`src/adc_ctl_params.svh`:
```
/*
 * Register offsets, field positions, reset values and interrupt layout of the
 * ADC calibration and channel 1 control block.
 * Assumes it is included by bare name once per compilation unit.
 */
`ifndef ADC_CTL_PARAMS_SVH
`define ADC_CTL_PARAMS_SVH

`define ADC_OFS_CFG      8'h01
`define ADC_OFS_CAL      8'h05
`define ADC_OFS_CH1      8'h06
`define ADC_OFS_CH1_LO   8'h07
`define ADC_OFS_CH1_HI   8'h08
`define ADC_OFS_CAL_LO   8'h14
`define ADC_OFS_CAL_HI   8'h15
`define ADC_OFS_IRQ_STS  8'h1a
`define ADC_OFS_IRQ_MSK  8'h1b

`define ADC_CFG_EN_BIT   0
`define ADC_CAL_HSV_BIT  5
`define ADC_CAL_GEV_BIT  4
`define ADC_CAL_HSS_BIT  1
`define ADC_CAL_GES_BIT  0
`define ADC_CH_VAL_BIT   7
`define ADC_CH_IEN_BIT   5

`define ADC_RES_W        14
`define ADC_BYTE_W       8
`define ADC_SEL_W        5
`define ADC_SEL_MAX      5'h0d
`define ADC_SEL_OFF      5'h1f

`define ADC_IRQ_W        3
`define ADC_IRQ_CONV     0
`define ADC_IRQ_HSCAL    1
`define ADC_IRQ_GECAL    2

`endif

```
`src/adc_ctl_pkg.sv`:
```
/*
 * Types of the ADC calibration and channel 1 control block.
 * Assumes adc_ctl_params.svh is on the include path.
 */
`include "adc_ctl_params.svh"

package adc_ctl_pkg;

	// Gray coded along idle -> running -> idle
	typedef enum logic [1:0]
	{
		CAL_IDLE = 2'b00,
		CAL_HS   = 2'b01,
		CAL_GE   = 2'b10
	} cal_state_t;

	typedef struct packed
	{
		cal_state_t                 cal_st;
		logic                       conv_en;
		logic                       hs_start;
		logic                       ge_start;
		logic                       hs_valid;
		logic                       ge_valid;
		logic                       hs_req;
		logic                       ge_req;
		logic                       ch_valid;
		logic                       ch_irq_en;
		logic [`ADC_SEL_W-1:0]      sel;
		logic [`ADC_SEL_W-1:0]      sel_out;
		logic [`ADC_RES_W-1:0]      ch_data;
		logic [`ADC_RES_W-1:0]      cal_data;
		logic [`ADC_IRQ_W-1:0]      irq_sts;
		logic [`ADC_IRQ_W-1:0]      irq_msk;
		logic [7:0]                 rd_data;
		logic                       irq;
	} ctl_state_t;

endpackage : adc_ctl_pkg

```
`src/adc_calib_and_channel_ctl.sv`:
```
/*
 * Calibration control and voltage channel 1 control for an ADC, with the
 * configuration enable, result buffers and a sticky interrupt status.
 * Assumes a converter core that pulses cal_done_i / conv_done_i for one
 * clock with the matching result word valid in that cycle, and a register
 * master with one-cycle strobes and read data taken the cycle after.
 */
`include "adc_ctl_params.svh"

module adc_calib_and_channel_ctl
(
	input  wire logic                   mclk_i,
	input  wire logic                   resetn_i,
	// Register port
	input  wire logic [7:0]             addr_i,
	input  wire logic [7:0]             wr_data_i,
	input  wire logic                   wr_i,
	input  wire logic                   rd_i,
	output logic      [7:0]             rd_data_o,
	// Converter core side
	input  wire logic                   cal_done_i,
	input  wire logic [`ADC_RES_W-1:0]  cal_result_i,
	input  wire logic                   conv_done_i,
	input  wire logic [`ADC_RES_W-1:0]  conv_result_i,
	output logic                        conv_enable_o,
	output logic                        hs_cal_req_o,
	output logic                        ge_cal_req_o,
	output logic      [`ADC_SEL_W-1:0]  input_sel_o,
	// Interrupt
	output logic                        irq_o
);

	adc_ctl_pkg::ctl_state_t s_q;
	adc_ctl_pkg::ctl_state_t s_d;

	// ------------------------------------------------------------------
	// Decoding helpers
	// ------------------------------------------------------------------

	// Selector codes 0..13 name a real input
	function automatic logic sel_is_input(input logic [`ADC_SEL_W-1:0] code);
		sel_is_input = (code <= `ADC_SEL_MAX);
	endfunction : sel_is_input

	function automatic logic hit(input logic [7:0] a, input logic [7:0] ofs);
		hit = (a == ofs);
	endfunction : hit

	// Result words are read as a low byte and the upper bits in a second byte
	function automatic logic [7:0] lo_byte(input logic [`ADC_RES_W-1:0] w);
		lo_byte = w[`ADC_BYTE_W-1:0];
	endfunction : lo_byte

	function automatic logic [7:0] hi_byte(input logic [`ADC_RES_W-1:0] w);
		hi_byte = 8'(w >> `ADC_BYTE_W);
	endfunction : hi_byte

	logic wr_cfg;
	logic wr_cal;
	logic wr_ch1;
	logic wr_msk;
	logic rd_sts;

	assign wr_cfg = wr_i && hit(addr_i, `ADC_OFS_CFG);
	assign wr_cal = wr_i && hit(addr_i, `ADC_OFS_CAL);
	assign wr_ch1 = wr_i && hit(addr_i, `ADC_OFS_CH1);
	assign wr_msk = wr_i && hit(addr_i, `ADC_OFS_IRQ_MSK);
	assign rd_sts = rd_i && hit(addr_i, `ADC_OFS_IRQ_STS);

	// ------------------------------------------------------------------
	// Next state
	// ------------------------------------------------------------------

	always_comb
	begin
		logic                   en_n;
		logic                   conv_ok;
		logic [`ADC_IRQ_W-1:0]  ev;
		logic [`ADC_IRQ_W-1:0]  sts_clr;

		en_n    = s_q.conv_en;
		conv_ok = 1'b0;
		ev      = '0;
		sts_clr = '0;
		s_d     = s_q;

		// Converter enable
		// power gating
		if (wr_cfg)
		begin
			en_n = wr_data_i[`ADC_CFG_EN_BIT];
		end
		s_d.conv_en = en_n;

		// Calibration control writes; reserved bits 7..6 and 3..2 are dropped
		// write one clears
		if (wr_cal && wr_data_i[`ADC_CAL_HSV_BIT])
		begin
			s_d.hs_valid = 1'b0;
		end
		if (wr_cal && wr_data_i[`ADC_CAL_GEV_BIT])
		begin
			s_d.ge_valid = 1'b0;
		end
		if (wr_cal)
		begin
			s_d.hs_start = wr_data_i[`ADC_CAL_HSS_BIT];
			s_d.ge_start = wr_data_i[`ADC_CAL_GES_BIT];
		end

		// Channel 1 control writes
		// write one clears
		if (wr_ch1 && wr_data_i[`ADC_CH_VAL_BIT])
		begin
			s_d.ch_valid = 1'b0;
		end
		if (wr_ch1)
		begin
			s_d.ch_irq_en = wr_data_i[`ADC_CH_IEN_BIT];
			s_d.sel       = wr_data_i[`ADC_SEL_W-1:0];
		end

		// Calibration sequencer
		unique case (s_q.cal_st)
			adc_ctl_pkg::CAL_IDLE:
			begin
				if (s_q.conv_en && s_q.ge_start)
				begin
					s_d.cal_st = adc_ctl_pkg::CAL_GE;
				end
				else if (s_q.conv_en && s_q.hs_start)
				begin
					s_d.cal_st = adc_ctl_pkg::CAL_HS;
				end
			end
			adc_ctl_pkg::CAL_HS:
			begin
				if (cal_done_i)
				begin
					s_d.cal_data   = cal_result_i;
					s_d.hs_valid   = 1'b1;
					s_d.hs_start   = 1'b0;
					ev[`ADC_IRQ_HSCAL] = 1'b1;
					s_d.cal_st     = adc_ctl_pkg::CAL_IDLE;
				end
			end
			adc_ctl_pkg::CAL_GE:
			begin
				if (cal_done_i)
				begin
					s_d.cal_data   = cal_result_i;
					s_d.hs_valid   = 1'b1;
					s_d.ge_valid   = 1'b1;
					s_d.ge_start   = 1'b0;
					ev[`ADC_IRQ_GECAL] = 1'b1;
					s_d.cal_st     = adc_ctl_pkg::CAL_IDLE;
				end
			end
			default:
			begin
				s_d.cal_st = adc_ctl_pkg::CAL_IDLE;
			end
		endcase

		// End of conversion on channel 1
		// set at end of conversion
		conv_ok = conv_done_i && s_q.conv_en && sel_is_input(s_q.sel);
		if (conv_ok)
		begin
			s_d.ch_data  = conv_result_i;
			s_d.ch_valid = 1'b1;
			ev[`ADC_IRQ_CONV] = 1'b1;
		end

		// Disable wipes flags and any calibration in flight
		// Clear beats any set in the same cycle, so no valid flag sets while off; irq_sts keeps its bits
		// cleared by disable
		if (!en_n)
		begin
			s_d.hs_valid = 1'b0;
			s_d.ge_valid = 1'b0;
			s_d.ch_valid = 1'b0;
			s_d.hs_start = 1'b0;
			s_d.ge_start = 1'b0;
			s_d.cal_st   = adc_ctl_pkg::CAL_IDLE;
		end

		// Converter requests follow the sequencer's next state
		s_d.hs_req = (s_d.cal_st == adc_ctl_pkg::CAL_HS);
		s_d.ge_req = (s_d.cal_st == adc_ctl_pkg::CAL_GE);

		// Reserved codes are never passed on as an input
		// selector decode
		s_d.sel_out = sel_is_input(s_d.sel) ? s_d.sel : `ADC_SEL_OFF;

		// Sticky status: a read clears, but an event in that cycle survives
		if (rd_sts)
		begin
			sts_clr = '1;
		end
		s_d.irq_sts = (s_q.irq_sts & ~sts_clr) | ev;
		if (wr_msk)
		begin
			s_d.irq_msk = wr_data_i[`ADC_IRQ_W-1:0];
		end

		// Level output: stays high until software removes its cause
		// channel valid interrupt
		s_d.irq = (s_d.ch_valid && s_d.ch_irq_en) || (|(s_d.irq_sts & s_d.irq_msk));

		// Read data, unmapped addresses answer zero
		s_d.rd_data = 8'h00;
		if (rd_i)
		begin
			unique case (addr_i)
				`ADC_OFS_CFG:
				begin
					s_d.rd_data[`ADC_CFG_EN_BIT] = s_q.conv_en;
				end
				`ADC_OFS_CAL:
				begin
					s_d.rd_data[`ADC_CAL_HSV_BIT] = s_q.hs_valid;
					s_d.rd_data[`ADC_CAL_GEV_BIT] = s_q.ge_valid;
					s_d.rd_data[`ADC_CAL_HSS_BIT] = s_q.hs_start;
					s_d.rd_data[`ADC_CAL_GES_BIT] = s_q.ge_start;
				end
				`ADC_OFS_CH1:
				begin
					s_d.rd_data[`ADC_CH_VAL_BIT]  = s_q.ch_valid;
					s_d.rd_data[`ADC_CH_IEN_BIT]  = s_q.ch_irq_en;
					s_d.rd_data[`ADC_SEL_W-1:0]   = s_q.sel;
				end
				`ADC_OFS_CH1_LO:
				begin
					s_d.rd_data = lo_byte(s_q.ch_data);
				end
				`ADC_OFS_CH1_HI:
				begin
					s_d.rd_data = hi_byte(s_q.ch_data);
				end
				`ADC_OFS_CAL_LO:
				begin
					s_d.rd_data = lo_byte(s_q.cal_data);
				end
				`ADC_OFS_CAL_HI:
				begin
					s_d.rd_data = hi_byte(s_q.cal_data);
				end
				`ADC_OFS_IRQ_STS:
				begin
					s_d.rd_data[`ADC_IRQ_W-1:0] = s_q.irq_sts;
				end
				`ADC_OFS_IRQ_MSK:
				begin
					s_d.rd_data[`ADC_IRQ_W-1:0] = s_q.irq_msk;
				end
				default:
				begin
					s_d.rd_data = 8'h00;
				end
			endcase
		end
	end

	// ------------------------------------------------------------------
	// State register
	// ------------------------------------------------------------------

	always_ff @(posedge mclk_i)
	begin
		if (!resetn_i)
		begin
			s_q           <= '0;
			s_q.cal_st    <= adc_ctl_pkg::CAL_IDLE;
			s_q.sel       <= `ADC_SEL_OFF;
			s_q.sel_out   <= `ADC_SEL_OFF;
		end
		else
		begin
			s_q <= s_d;
		end
	end

	// ------------------------------------------------------------------
	// Outputs, each straight from the state register
	// ------------------------------------------------------------------

	assign rd_data_o     = s_q.rd_data;
	assign conv_enable_o = s_q.conv_en;
	assign hs_cal_req_o  = s_q.hs_req;
	assign ge_cal_req_o  = s_q.ge_req;
	assign input_sel_o   = s_q.sel_out;
	assign irq_o         = s_q.irq;

endmodule : adc_calib_and_channel_ctl

```
`config.mk`:
```
export PLATFORM = sky130hd
export DESIGN_NAME = adc_calib_and_channel_ctl
export DESIGN_NICKNAME = d
export VERILOG_FILES = /design/src/adc_ctl_pkg.sv /design/src/adc_calib_and_channel_ctl.sv
export VERILOG_INCLUDE_DIRS = /design/src /design/src/src
export SDC_FILE = /design/constraint.sdc
export NUM_CORES = 1
export LEC_CHECK = 0
export BUFFER_PORTS_ARGS = -buffer_cell sky130_fd_sc_hd__buf_2
export CELL_PAD_IN_SITES_DETAIL_PLACEMENT = 2
export CELL_PAD_IN_SITES_GLOBAL_PLACEMENT = 2
export CORE_MARGIN = 4
export CORE_UTILIZATION = 31
export CTS_CLUSTER_SIZE = 25
export DETAILED_ROUTE_END_ITERATION = 10
export GPL_TIMING_DRIVEN = 0
export PLACE_DENSITY = 0.82
export SYNTH_ARGS = -nofsm -noshare
export SYNTH_HDL_FRONTEND = slang
export SYNTH_SLANG_ARGS = --single-unit
```
`constraint.sdc`:
```
create_clock -name mclk_i -period 2.1 [get_ports mclk_i]
set_clock_uncertainty 0.15 [all_clocks]
set_input_delay 0.105 -clock mclk_i [delete_from_list [all_inputs] [get_ports mclk_i]]
set_output_delay 0.105 -clock mclk_i [all_outputs]
set_load 0.05 [all_outputs]
```
# Yosys cells after proc, flatten, opt, wreduce, memory -nomap -nowiden
# Cells that the tools add are included.
# W data, S select, Z words.
[classes]
magnitude_cmp = 2
n_eq_ne = 13
mux = 33
bitwise_logic = 4
reduce_logical = 21
[ops]
columns = ["operator", "count"]
rows = [
  ["$eq A8 B5 Y1 const B", 4],
  ["$eq A8 B3 Y1 const B", 3],
  ["$mux W1", 15],
  ["$logic_and A1 B1 Y1", 13],
  ["$pmux W2 S6", 1],
  ["$le A5 B4 Y1 const B", 2],
  ["$mux W2", 5],
  ["$mux W3", 3],
  ["$pmux W1 S9", 1],
  ["$eq A8 B1 Y1 const B", 1],
  ["$eq A8 B4 Y1 const B", 1],
  ["$pmux W1 S8", 1],
  ["$reduce_and A2 Y1", 4],
  ["$pmux W1 S7", 1],
  ["$and A3 B3 Y3", 2],
  ["$mux W6", 1],
  ["$pmux W1 S5", 1],
  ["$eq A2 B1 Y1 const B", 2],
  ["$eq A2 B2 Y1 const B", 2],
  ["$pmux W1 S2", 2],
  ["$pmux W2 S2", 1],
  ["$not A3 Y3", 1],
  ["$or A3 B3 Y3", 1],
  ["$pmux W1 S3", 1],
  ["4 further kinds", 4],
]
[totals]
regBits = 64
out_inout_bits = 17

# Longest topological paths before layout
# Gate-level depths: netlist (run 1).
[depth]
ltp_word = 9
mapped_depth = 7
depth_no_buf = 7

# Worst setup path before layout (run 1)
# Ideal clock, no wire load.
[synth_path]
path_type = "flip-flop to flip-flop"
startpoint = "register s_q, in the netlist conv_enable_o"
endpoint = "register s_q, in the netlist irq_o"
t_arrival_ns = 1.635
setup_slack_ns = 0.236
stages_incl_launch_ff = 6
path_buffers = 1
synth_period_minus_slack_ns = 1.864
cell_sequence = "dfxtp_1 > and3_1 > clkbuf_1 > a21oi_1 > or3_1 > o221ai_2"
[synth_between]
elab_chain_len = 7
[synth_lines]
columns = ["element", "line", "rtl"]
rows = [
  ["start, declared", "adc_calib_and_channel_ctl.sv:33", "adc_ctl_pkg::ctl_state_t s_q;"],
  ["$logic_and A1 B1 Y1 (2 in series)", "adc_calib_and_channel_ctl.sv:167", "conv_ok = conv_done_i && s_q.conv_en && sel_is_input(s_q.sel);"],
  ["$mux W1", "adc_calib_and_channel_ctl.sv:168", "if (conv_ok)"],
  ["$or A3 B3 Y3", "adc_calib_and_channel_ctl.sv:201", "s_d.irq_sts = (s_q.irq_sts & ~sts_clr) | ev;"],
  ["$and A3 B3 Y3", "adc_calib_and_channel_ctl.sv:209", "s_d.irq = (s_d.ch_valid && s_d.ch_irq_en) || (|(s_d.irq_sts & s_d.irq_msk));"],
  ["$reduce_or A3 Y1", "adc_calib_and_channel_ctl.sv:209", ""],
  ["$logic_or A1 B1 Y1 (*)", "adc_calib_and_channel_ctl.sv:209", ""],
]
# Mark *: on every way between the ends. The rest lies on a longest branch, timed or not.
# A chain may end at the register's enable or synchronous reset.

# Final worst setup path (run 1)
[layout_path]
startpoint = "register s_q[50] in the netlist's numbering"
endpoint = "register s_q[41] in the netlist's numbering"
[layout_between]
elab_chain_len = 2
[layout_lines]
columns = ["element", "line"]
rows = [
  ["$le A5 B4 Y1 (no line)", "--"],
  ["$logic_and A1 B1 Y1", "adc_calib_and_channel_ctl.sv:167"],
]
# No other way between the ends.

==> results of run 1 <==
power by group:
group          leakage, nW  switching (W)  internal, W
Combinational        0.938      0.0000894    0.0000908
Clock               0.0856       0.000516     0.000547
Sequential           0.516    0.000000357      0.00121
stage by stage:
step / hold slack, ns / instance area [sq um]
finish: 0.0151 / 3900
global route: 0.0282 / 3900
CTS: 0.0102 / 3900
detailed placement: 0.183 / 3370
global placement: 0.175 / 3370
floorplan: 0.0553 / 2910
kinds of logic after synthesis:
| group | after synthesis |
|---|---|
| AOI/OAI and AO/OA | 79 |
| xor gates and xnor gates | 1 |
| adders and majority gates | 4 |
| buffers and inverters | 37 |
| DFF | 64 |
| muxes | 12 |
| and+or+nand+nor | 141 |
per-layer routing:
metal  part of all wire (%)  routed length, um  global-route usage [%]  vias up
li1                       -                  -                       -     1396
met1                     47               4970                    26.5     1427
met3                    3.0                322                    3.40       12
met4                    1.5                162                    5.90        0
met5                      0                  0                       0        -
met2                     48               5120                    33.0       68
critical path, stage by stage (launching register included):
cell and delay, ns:
dfxtp_1 0.45, a31oi_1 0.17, nand3_1 0.28, clkbuf_1 0.45
nand2_1 0.12, a21oi_1 0.18
synthesized netlist by cell type, types with 3 or more instances:
library cell   n
mux2i_1        8
a22o_1         3
nand2_1       77
a221oi_1       4
inv_1          7
clkbuf_1      15
nand4_1        3
dfxtp_1       64
nand3_1       10
buf_4         13
o21ai_0        6
a31oi_1        7
nand4b_1       3
ha_1           4
nor2b_1        5
a21oi_1       34
a22oi_1       10
nor2_1         8
and2_1         7
and3_1         7
how the worst min path moves through the flow:
stage	to	depth (start not counted)	slack [ns]	from
after detailed placement	s_q[54]	2	0.18	wr_data_i[7]
after floorplan	s_q[54]	1	0.06	wr_data_i[7]
after global placement	s_q[54]	2	0.18	wr_data_i[7]
after CTS	s_q[53]	4	0.01	wr_data_i[5]
final	irq_o	3	0.02	wr_data_i[5]
after global routing	irq_o	3	0.03	wr_data_i[5]
final cells by class:
class / count / area (sq um)
clock inverter: 5 / 57.6
tap: 111 / 139
sequential: 64 / 1280
fill: 998 / 5300
timing repair buffer: 99 / 666
inverter: 8 / 30.0
buffer: 27 / 154
clock buffer: 11 / 131
multi-input combinational: 237 / 1440
timing repair:
item | CTS | global route
gates resized for setup | 1 | 5
buffers inserted | 0 | 0
pin swaps | 0 | 0
setup endpoints to repair | 7 | 13
hold buffers | 34 | 0
hold endpoints to repair | 41 | 0
sequential cells by signal, summed over array words and instances, names as in the netlist:
signal / cells
s_q: 47
irq_o: 1
input_sel_o: 5
conv_enable_o: 1
rd_data_o: 8
ge_cal_req_o: 1
hs_cal_req_o: 1
==> impl_metrics.toml, run 1 <==
[sta]
fmax_ghz = 0.529
tightest_slew_ns = 0.585
fin_crit_sh_pct = 90.0
report.final.slew_viol_count = 0
tns_ns = 0
setup_viol = 0
timing.final.ws_setup_ns = 0.211
period_minus_slack_ns = 1.89
relSlewSlack_pct = 61.0
rsz0062_at_grt = "no"
hold_viol_final = 0

[cells_and_area]
nets = 500
synthToLayoutAreaGrowth_pct = 34.2
antenna_cells = 0
final_cell_mix = "nand2_1 (77), buf_2 (66), dfxtp_1 (63)"
drive_above_1_share_pct = 24.6
final_common_cell = "nand2_1"
final_core_util_pct = 42.4
fin_cells = 562

[place]
port_buffers = 65
dpl_worst_slack_ns = -0.0689
hpwl_um = 7460
gp_congestion = 0.854
placed_cells = 514

[worst_setup_path]
critPathLaunch = "s_q[50]"
path_class = "reg -> reg"
reg2reg_slack_ns = 0.21
cp-start-kind = "flip-flop"
r2r_start = "s_q[50]"
endpoint = "s_q[41]"
cp.required_ns = 2.22
arrival_ns = 2.01
end_kind = "flip-flop"
cp_max_fo = 10
worst_r2r_path_depth = 5
worstReg2RegEnd = "s_q[41]"

[synthesis]
ys_top_cells_by_area = "dfxtp_1 (44%), nand2_1 (9.9%), a21oi_1 (5.9%)"
synth_ff_type = "dfxtp_1"
yosysSeqAreaShare_pct = 44.1
ys_ff_latch = 64
syn_inst = 338
synth_edf_count = 0
synthSimpleGateAreaFrac_pct = 25.1
syn-num-nets = 392
synth_adder_area_share_pct = 1.72
syn_area_sq_um = 2910
yosysWarningCount = 0
syn_area_per_cell_sq_um = 8.60
synth_compound_area_share_pct = 17.8
synth_largest_area_cell = "dfxtp_1"
synth_top_family_by_area = "simple AND/OR/NAND/NOR gates"
muxShareOfSynthArea_pct = 4.43
async_reset_ff_share_pct = 0
synthDistinctLibCells = 57
synth_xor_area_share_pct = 0.301
synth_top_area_share_pct = 44.1

[clock_network]
clkSlewWorstSetupHoldPaths_ns = 0.07
cts.path.max_buffers = 2
cts_tree = "done"
cts.sinks = 64
root_buffer = "clkbuf_8"
h-tree-depth = 3
cts_buffers = 9
insertion_delay_ns = 0.35

[routing]
vias = 2903
drtAntennaViolNets = 0
drt_iter0_drc = 116
drtPass1Iterations = 4
wl_per_cell_um = 18.8
drt_wl_total_um = 10600
drc = 0
viasPerCell = 5.17

[floorplan]
ios = 67
dieArea_sq_um = 11000
fp.dieW_um = 105
num_rows = 35
start_util_pct = 31.6
die_y_um = 105
fp.coreArea_sq_um = 9200

[run]
maxCapViolations = 0

[pwr]
power.density_nw_per_um2 = 630
power.total_w = 0.00246
ir_drop_mv = 0.278
power_leakage_nw = 1.54

[grt]
antenna_found_initial = 0
grt-ovfl-total = 0
grt_max_degree = 12
grt_pass1_vias = 3179
grt_pass1_wl_um = 17400
track_usage_pct = 19.9

[outcome]
status = "finished clean"

[hold_path]
worstHoldPathType = "in -> reg"
Note: power is estimated with default switching activity, not from simulation.
==> run 2, diff against run 1 <==
Settings changed: PLACE_DENSITY 0.82 to 0.78.
==> impl_metrics.toml, run 2 (synthesized netlist as in run 1, its figures left out) <==
[clock_network]
clkSlewWorstSetupHoldPaths_ns = 0.07
cts_buffers = 9
h-tree-depth = 3
cts.path.max_buffers = 2
root_buffer = "clkbuf_8"
cts.sinks = 64
insertion_delay_ns = 0.35
cts_tree = "done"

[floorplan]
num_rows = 35
die_y_um = 105
ios = 67
fp.dieW_um = 105
fp.coreArea_sq_um = 9200
start_util_pct = 31.6
dieArea_sq_um = 11000

[cells_and_area]
drive_above_1_share_pct = 24.3
nets = 502
final_common_cell = "nand2_1"
post-route-cell-area_sq_um = 3970
seq_area_sq_um = 1280
final_cell_mix = "nand2_1 (77), buf_2 (66), dfxtp_1 (64)"
antenna_cells = 0
multi_input_area_sq_um = 1440
fillers = 1055
synthToLayoutAreaGrowth_pct = 36.5
largest_register_ff_count = 47
top_register = "s_q"

[worst_setup_path]
critPathMaxStageDelay_ns = 0.39
r2r_start = "s_q[50]"
cp.depth = 5
critPathLaunch = "s_q[50]"
cp_top_family = "simple AND/OR/NAND/NOR gates"
cp-start-kind = "flip-flop"
end_kind = "flip-flop"
cp_slowest_cell = "and3_1"
crit_chain = "a31oi_1 > and3_1 > a21oi_1 > or3_1 > o221ai_2"
arrival_ns = 2.00
worstReg2RegEnd = "irq_o"
path_class = "reg -> reg"
cp.required_ns = 2.21
endpoint = "irq_o"
cp.buffers_inverters = 0
cp_max_fo = 7
worst_r2r_path_depth = 5
reg2reg_slack_ns = 0.22

[routing]
wl_per_cell_um = 19.0
drtAntennaViolNets = 0
drt_wl_total_um = 10700
drtPass1Iterations = 4
viasPerCell = 5.18
vias = 2921
drt_iter0_drc = 90
drc = 0

[place]
dpl-instance-area_sq_um = 3370
dpl_worst_slack_ns = -0.0246
port_buffers = 65
gp_congestion = 0.797
hpwl_um = 7380

[hold_path]
worstHoldPathType = "in -> reg"
min_path_cells = 4

[sta]
fmax_ghz = 0.531
tns_ns = 0
period_minus_slack_ns = 1.88
timing.final.ws_setup_ns = 0.217
report.final.slew_viol_count = 0
rsz0062_at_grt = "no"
fin_crit_sh_pct = 89.7
setup_viol = 0
hold_viol_final = 0
relSlewSlack_pct = 62.5
tightest_slew_ns = 0.561

[pwr]
power.density_nw_per_um2 = 670
ir_drop_mv = 0.225
power_leakage_nw = 1.58

[run]
maxCapViolations = 0

[grt]
use_met3_pct = 3.95
grt_pass1_wl_um = 17300
grt.busiest_layer = "met2"
grt_use_met2_pct = 35.8
grt_pass1_vias = 3205
use_met1_pct = 25.0
grt-ovfl-total = 0
grt_max_degree = 11
antenna_found_initial = 0
track_usage_pct = 20.4

[outcome]
status = "finished clean"
==> run 2: worst min path at each step <==
stage | end | start | slack [ns]
floorplan | s_q[54] | wr_data_i[7] | 0.06
global placement | s_q[54] | wr_data_i[7] | 0.18
detailed placement | s_q[54] | wr_data_i[7] | 0.18
global route | s_q[9] | wr_i | 0.12
finish | s_q[9] | wr_i | 0.09
CTS | s_q[9] | wr_i | 0.08
==> run 2: worst register-to-register path, stage by stage (launching register included) <==
cell      delay [ns]
dfxtp_1         0.38
a31oi_1         0.31
and3_1          0.39
a21oi_1         0.11
or3_1           0.38
o221ai_2        0.08
==> run 2: layout make-up <==
| cell class | instances | area share [%] |
|---|---|---|
| Timing Repair Buffer | 101 | 17.3 |
| Clock buffer | 14 | 4.35 |
| Inverter | 8 | 0.757 |
| Multi-Input combinational cell | 237 | 36.3 |
| Tap cell | 111 | 3.50 |
| Sequential cell | 64 | 32.3 |
| Buffer | 27 | 3.94 |
| Clock inverter | 2 | 1.51 |
==> run 2: power breakdown <==
group | switching [W] | leakage (nW) | total [W] | internal (W)
Combinational | 0.0000905 | 0.946 | 0.000184 | 0.0000933
Clock | 0.000493 | 0.117 | 0.00126 | 0.000768
Sequential | 0.000000366 | 0.516 | 0.00121 | 0.00121
Total | 0.000584 | 1.58 | 0.00266 | 0.00207
==> run 2: layer usage <==
metal / share of wire, % / wire [um]
met1: 45 / 4800
met2: 50 / 5330
met3: 3.2 / 347
met4: 1.9 / 208
met5: 0 / 0
==> run 2: what timing repair did <==
action | in CTS | in global routing
setup buffers | 0 | 0
endpoints found under the hold margin | 42 | 0
endpoints found under the setup margin | 4 | 13
cloned | 0 | 0
hold buffers | 36 | 0
resized for setup | 1 | 5
==> run 2: stage by stage <==
step / instances / hold slack, ns / utilization [%] / power (W)
6_report: 564 / 0.0931 / 43.1 / 0.00266
5_1_grt: 564 / 0.116 / 43.1 / 0.00275
4_1_cts: 566 / 0.0756 / 43.1 / 0.00267
3_5_place_dp: 514 / 0.184 / 36.7 / 0.00137
3_3_place_gp: 514 / 0.176 / 36.7 / 0.00137
2_1_floorplan: 338 / 0.0553 / - / 0.00129
==> run 3, diff against run 2 <==
Settings changed: BUFFER_PORTS_ARGS -buffer_cell sky130_fd_sc_hd__buf_2 to -buffer_cell sky130_fd_sc_hd__clkbuf_2, CAP_MARGIN set to 20.
==> impl_metrics.toml, run 3 (synthesized netlist as in run 1, its figures left out) <==
[clock_network]
h-tree-depth = 3
root_buffer = "clkbuf_8"
insertion_delay_ns = 0.35
cts.sinks = 64
cts_tree = "done"
cts.path.max_buffers = 2
postCtsSetupBuffers = 0
cts_buffers = 9
clkSlewWorstSetupHoldPaths_ns = 0.07

[pwr]
power.density_nw_per_um2 = 656
ir_drop_mv = 0.238
power_leakage_nw = 1.58
power.total_w = 0.00259

[sta]
tightest_slew_ns = 0.584
rsz0062_at_grt = "no"
tns_ns = 0
period_minus_slack_ns = 1.91
relSlewSlack_pct = 61.0
hold_viol_final = 0
fmax_ghz = 0.525
fin_hold_ws_ns = 0.0976
fin_crit_sh_pct = 90.7
report.final.slew_viol_count = 0
setup_viol = 0
timing.final.ws_setup_ns = 0.195

[routing]
drtPass1Iterations = 4
wl_per_cell_um = 19.9
drtAntennaViolNets = 0
viasPerCell = 5.23
vias = 2952
drt_iter0_drc = 173
drt_wl_total_um = 11200
drc = 0

[worst_setup_path]
cp-start-kind = "flip-flop"
critPathMaxStageDelay_ns = 0.41
crit_chain = "inv_1 > ha_1 > nor2b_1 > a21oi_1 > o21ai_0 > nor3b_2 > nor2b_1"
cp_max_fo = 5
cp_slowest_cell = "dfxtp_1"
end_kind = "flip-flop"
arrival_ns = 2.04
crit_top_cell = "nor2b_1"
cp.buffers_inverters = 1
cp.required_ns = 2.24
cp_top_family = "simple AND/OR/NAND/NOR gates"
path_class = "reg -> reg"

[cells_and_area]
drive_above_1_share_pct = 24.1
final_cell_mix = "nand2_1 (77), clkbuf_2 (67), dfxtp_1 (64)"
antenna_cells = 0
seq_area_sq_um = 1280
fillers = 1051
final_core_util_pct = 42.9
largest_register_ff_count = 47
multi_input_area_sq_um = 1440
synthToLayoutAreaGrowth_pct = 35.7
top_register = "s_q"
nets = 502
final_common_cell = "nand2_1"

[floorplan]
die_y_um = 105
dieArea_sq_um = 11000
num_rows = 35
start_util_pct = 31.6
fp.coreArea_sq_um = 9200
fp.dieW_um = 105
ios = 67

[grt]
grt_max_degree = 11
grt_pass1_wl_um = 17800
track_usage_pct = 20.9
antenna_found_initial = 0
grt_pass1_vias = 3214
grt-ovfl-total = 0

[place]
gp_congestion = 0.802
hpwl_um = 7560
port_buffers = 65
dpl_worst_slack_ns = -0.0425

[hold_path]
worstHoldPathType = "in -> reg"

[run]
maxCapViolations = 0

[outcome]
status = "finished clean"
[run 3: layer usage]
layer  vias up  routed length (um)  global-route usage [%]
met4         0                 199                    7.12
met2        77                5660                    37.3
li1       1397                   -                       -
met5         -                   0                       0
met3        17                 318                    2.72
met1      1461                5030                    25.7
[run 3: power by group]
part           switching, W  internal, W
registers       0.000000357      0.00121
logic             0.0000927    0.0000930
clock network      0.000486     0.000701
[run 3: worst paths after layout]
kind / slack (ns) / from / cells past startpoint / end
worst max-delay path: 0.19 / s_q[62] / 7 / ge_cal_req_o
worst min-delay path: 0.1 / wr_i / 3 / s_q[54]
worst max register to register: 0.19 / s_q[62] / 7 / ge_cal_req_o
worst min register to register: 0.32 / s_q[34] / 2 / s_q[34]
[run 3: timing repair]
item,4_1_cts,5_1_grt
resized for setup,1,4
hold buffers,36,0
setup endpoints to repair,10,22
pin swaps,0,0
endpoints found under the hold margin,42,0
[run 3: layout make-up]
cell class	count	area share, %
multi-input combinational	237	36.5
buffer	27	3.90
clock buffer	13	3.77
clock inverter	3	1.65
timing repair buffer	101	17.4
sequential	64	32.5
tap	111	3.52
inverter	8	0.761
[run 3: worst min-delay path: cells and delay by family]
| kind | cells | cell delay [ns] |
|---|---|---|
| simple gates | 1 | 0.20 |
| buf+inv | 1 | 0.16 |
| compound gates | 1 | 0.08 |
[run 3: metrics by stage]
step / std cells / instance area, sq um
finish: 564 / 3950
global route: 564 / 3950
CTS: 566 / 3950
detailed placement: 514 / 3370
global placement: 514 / 3370
floorplan: 338 / 2910
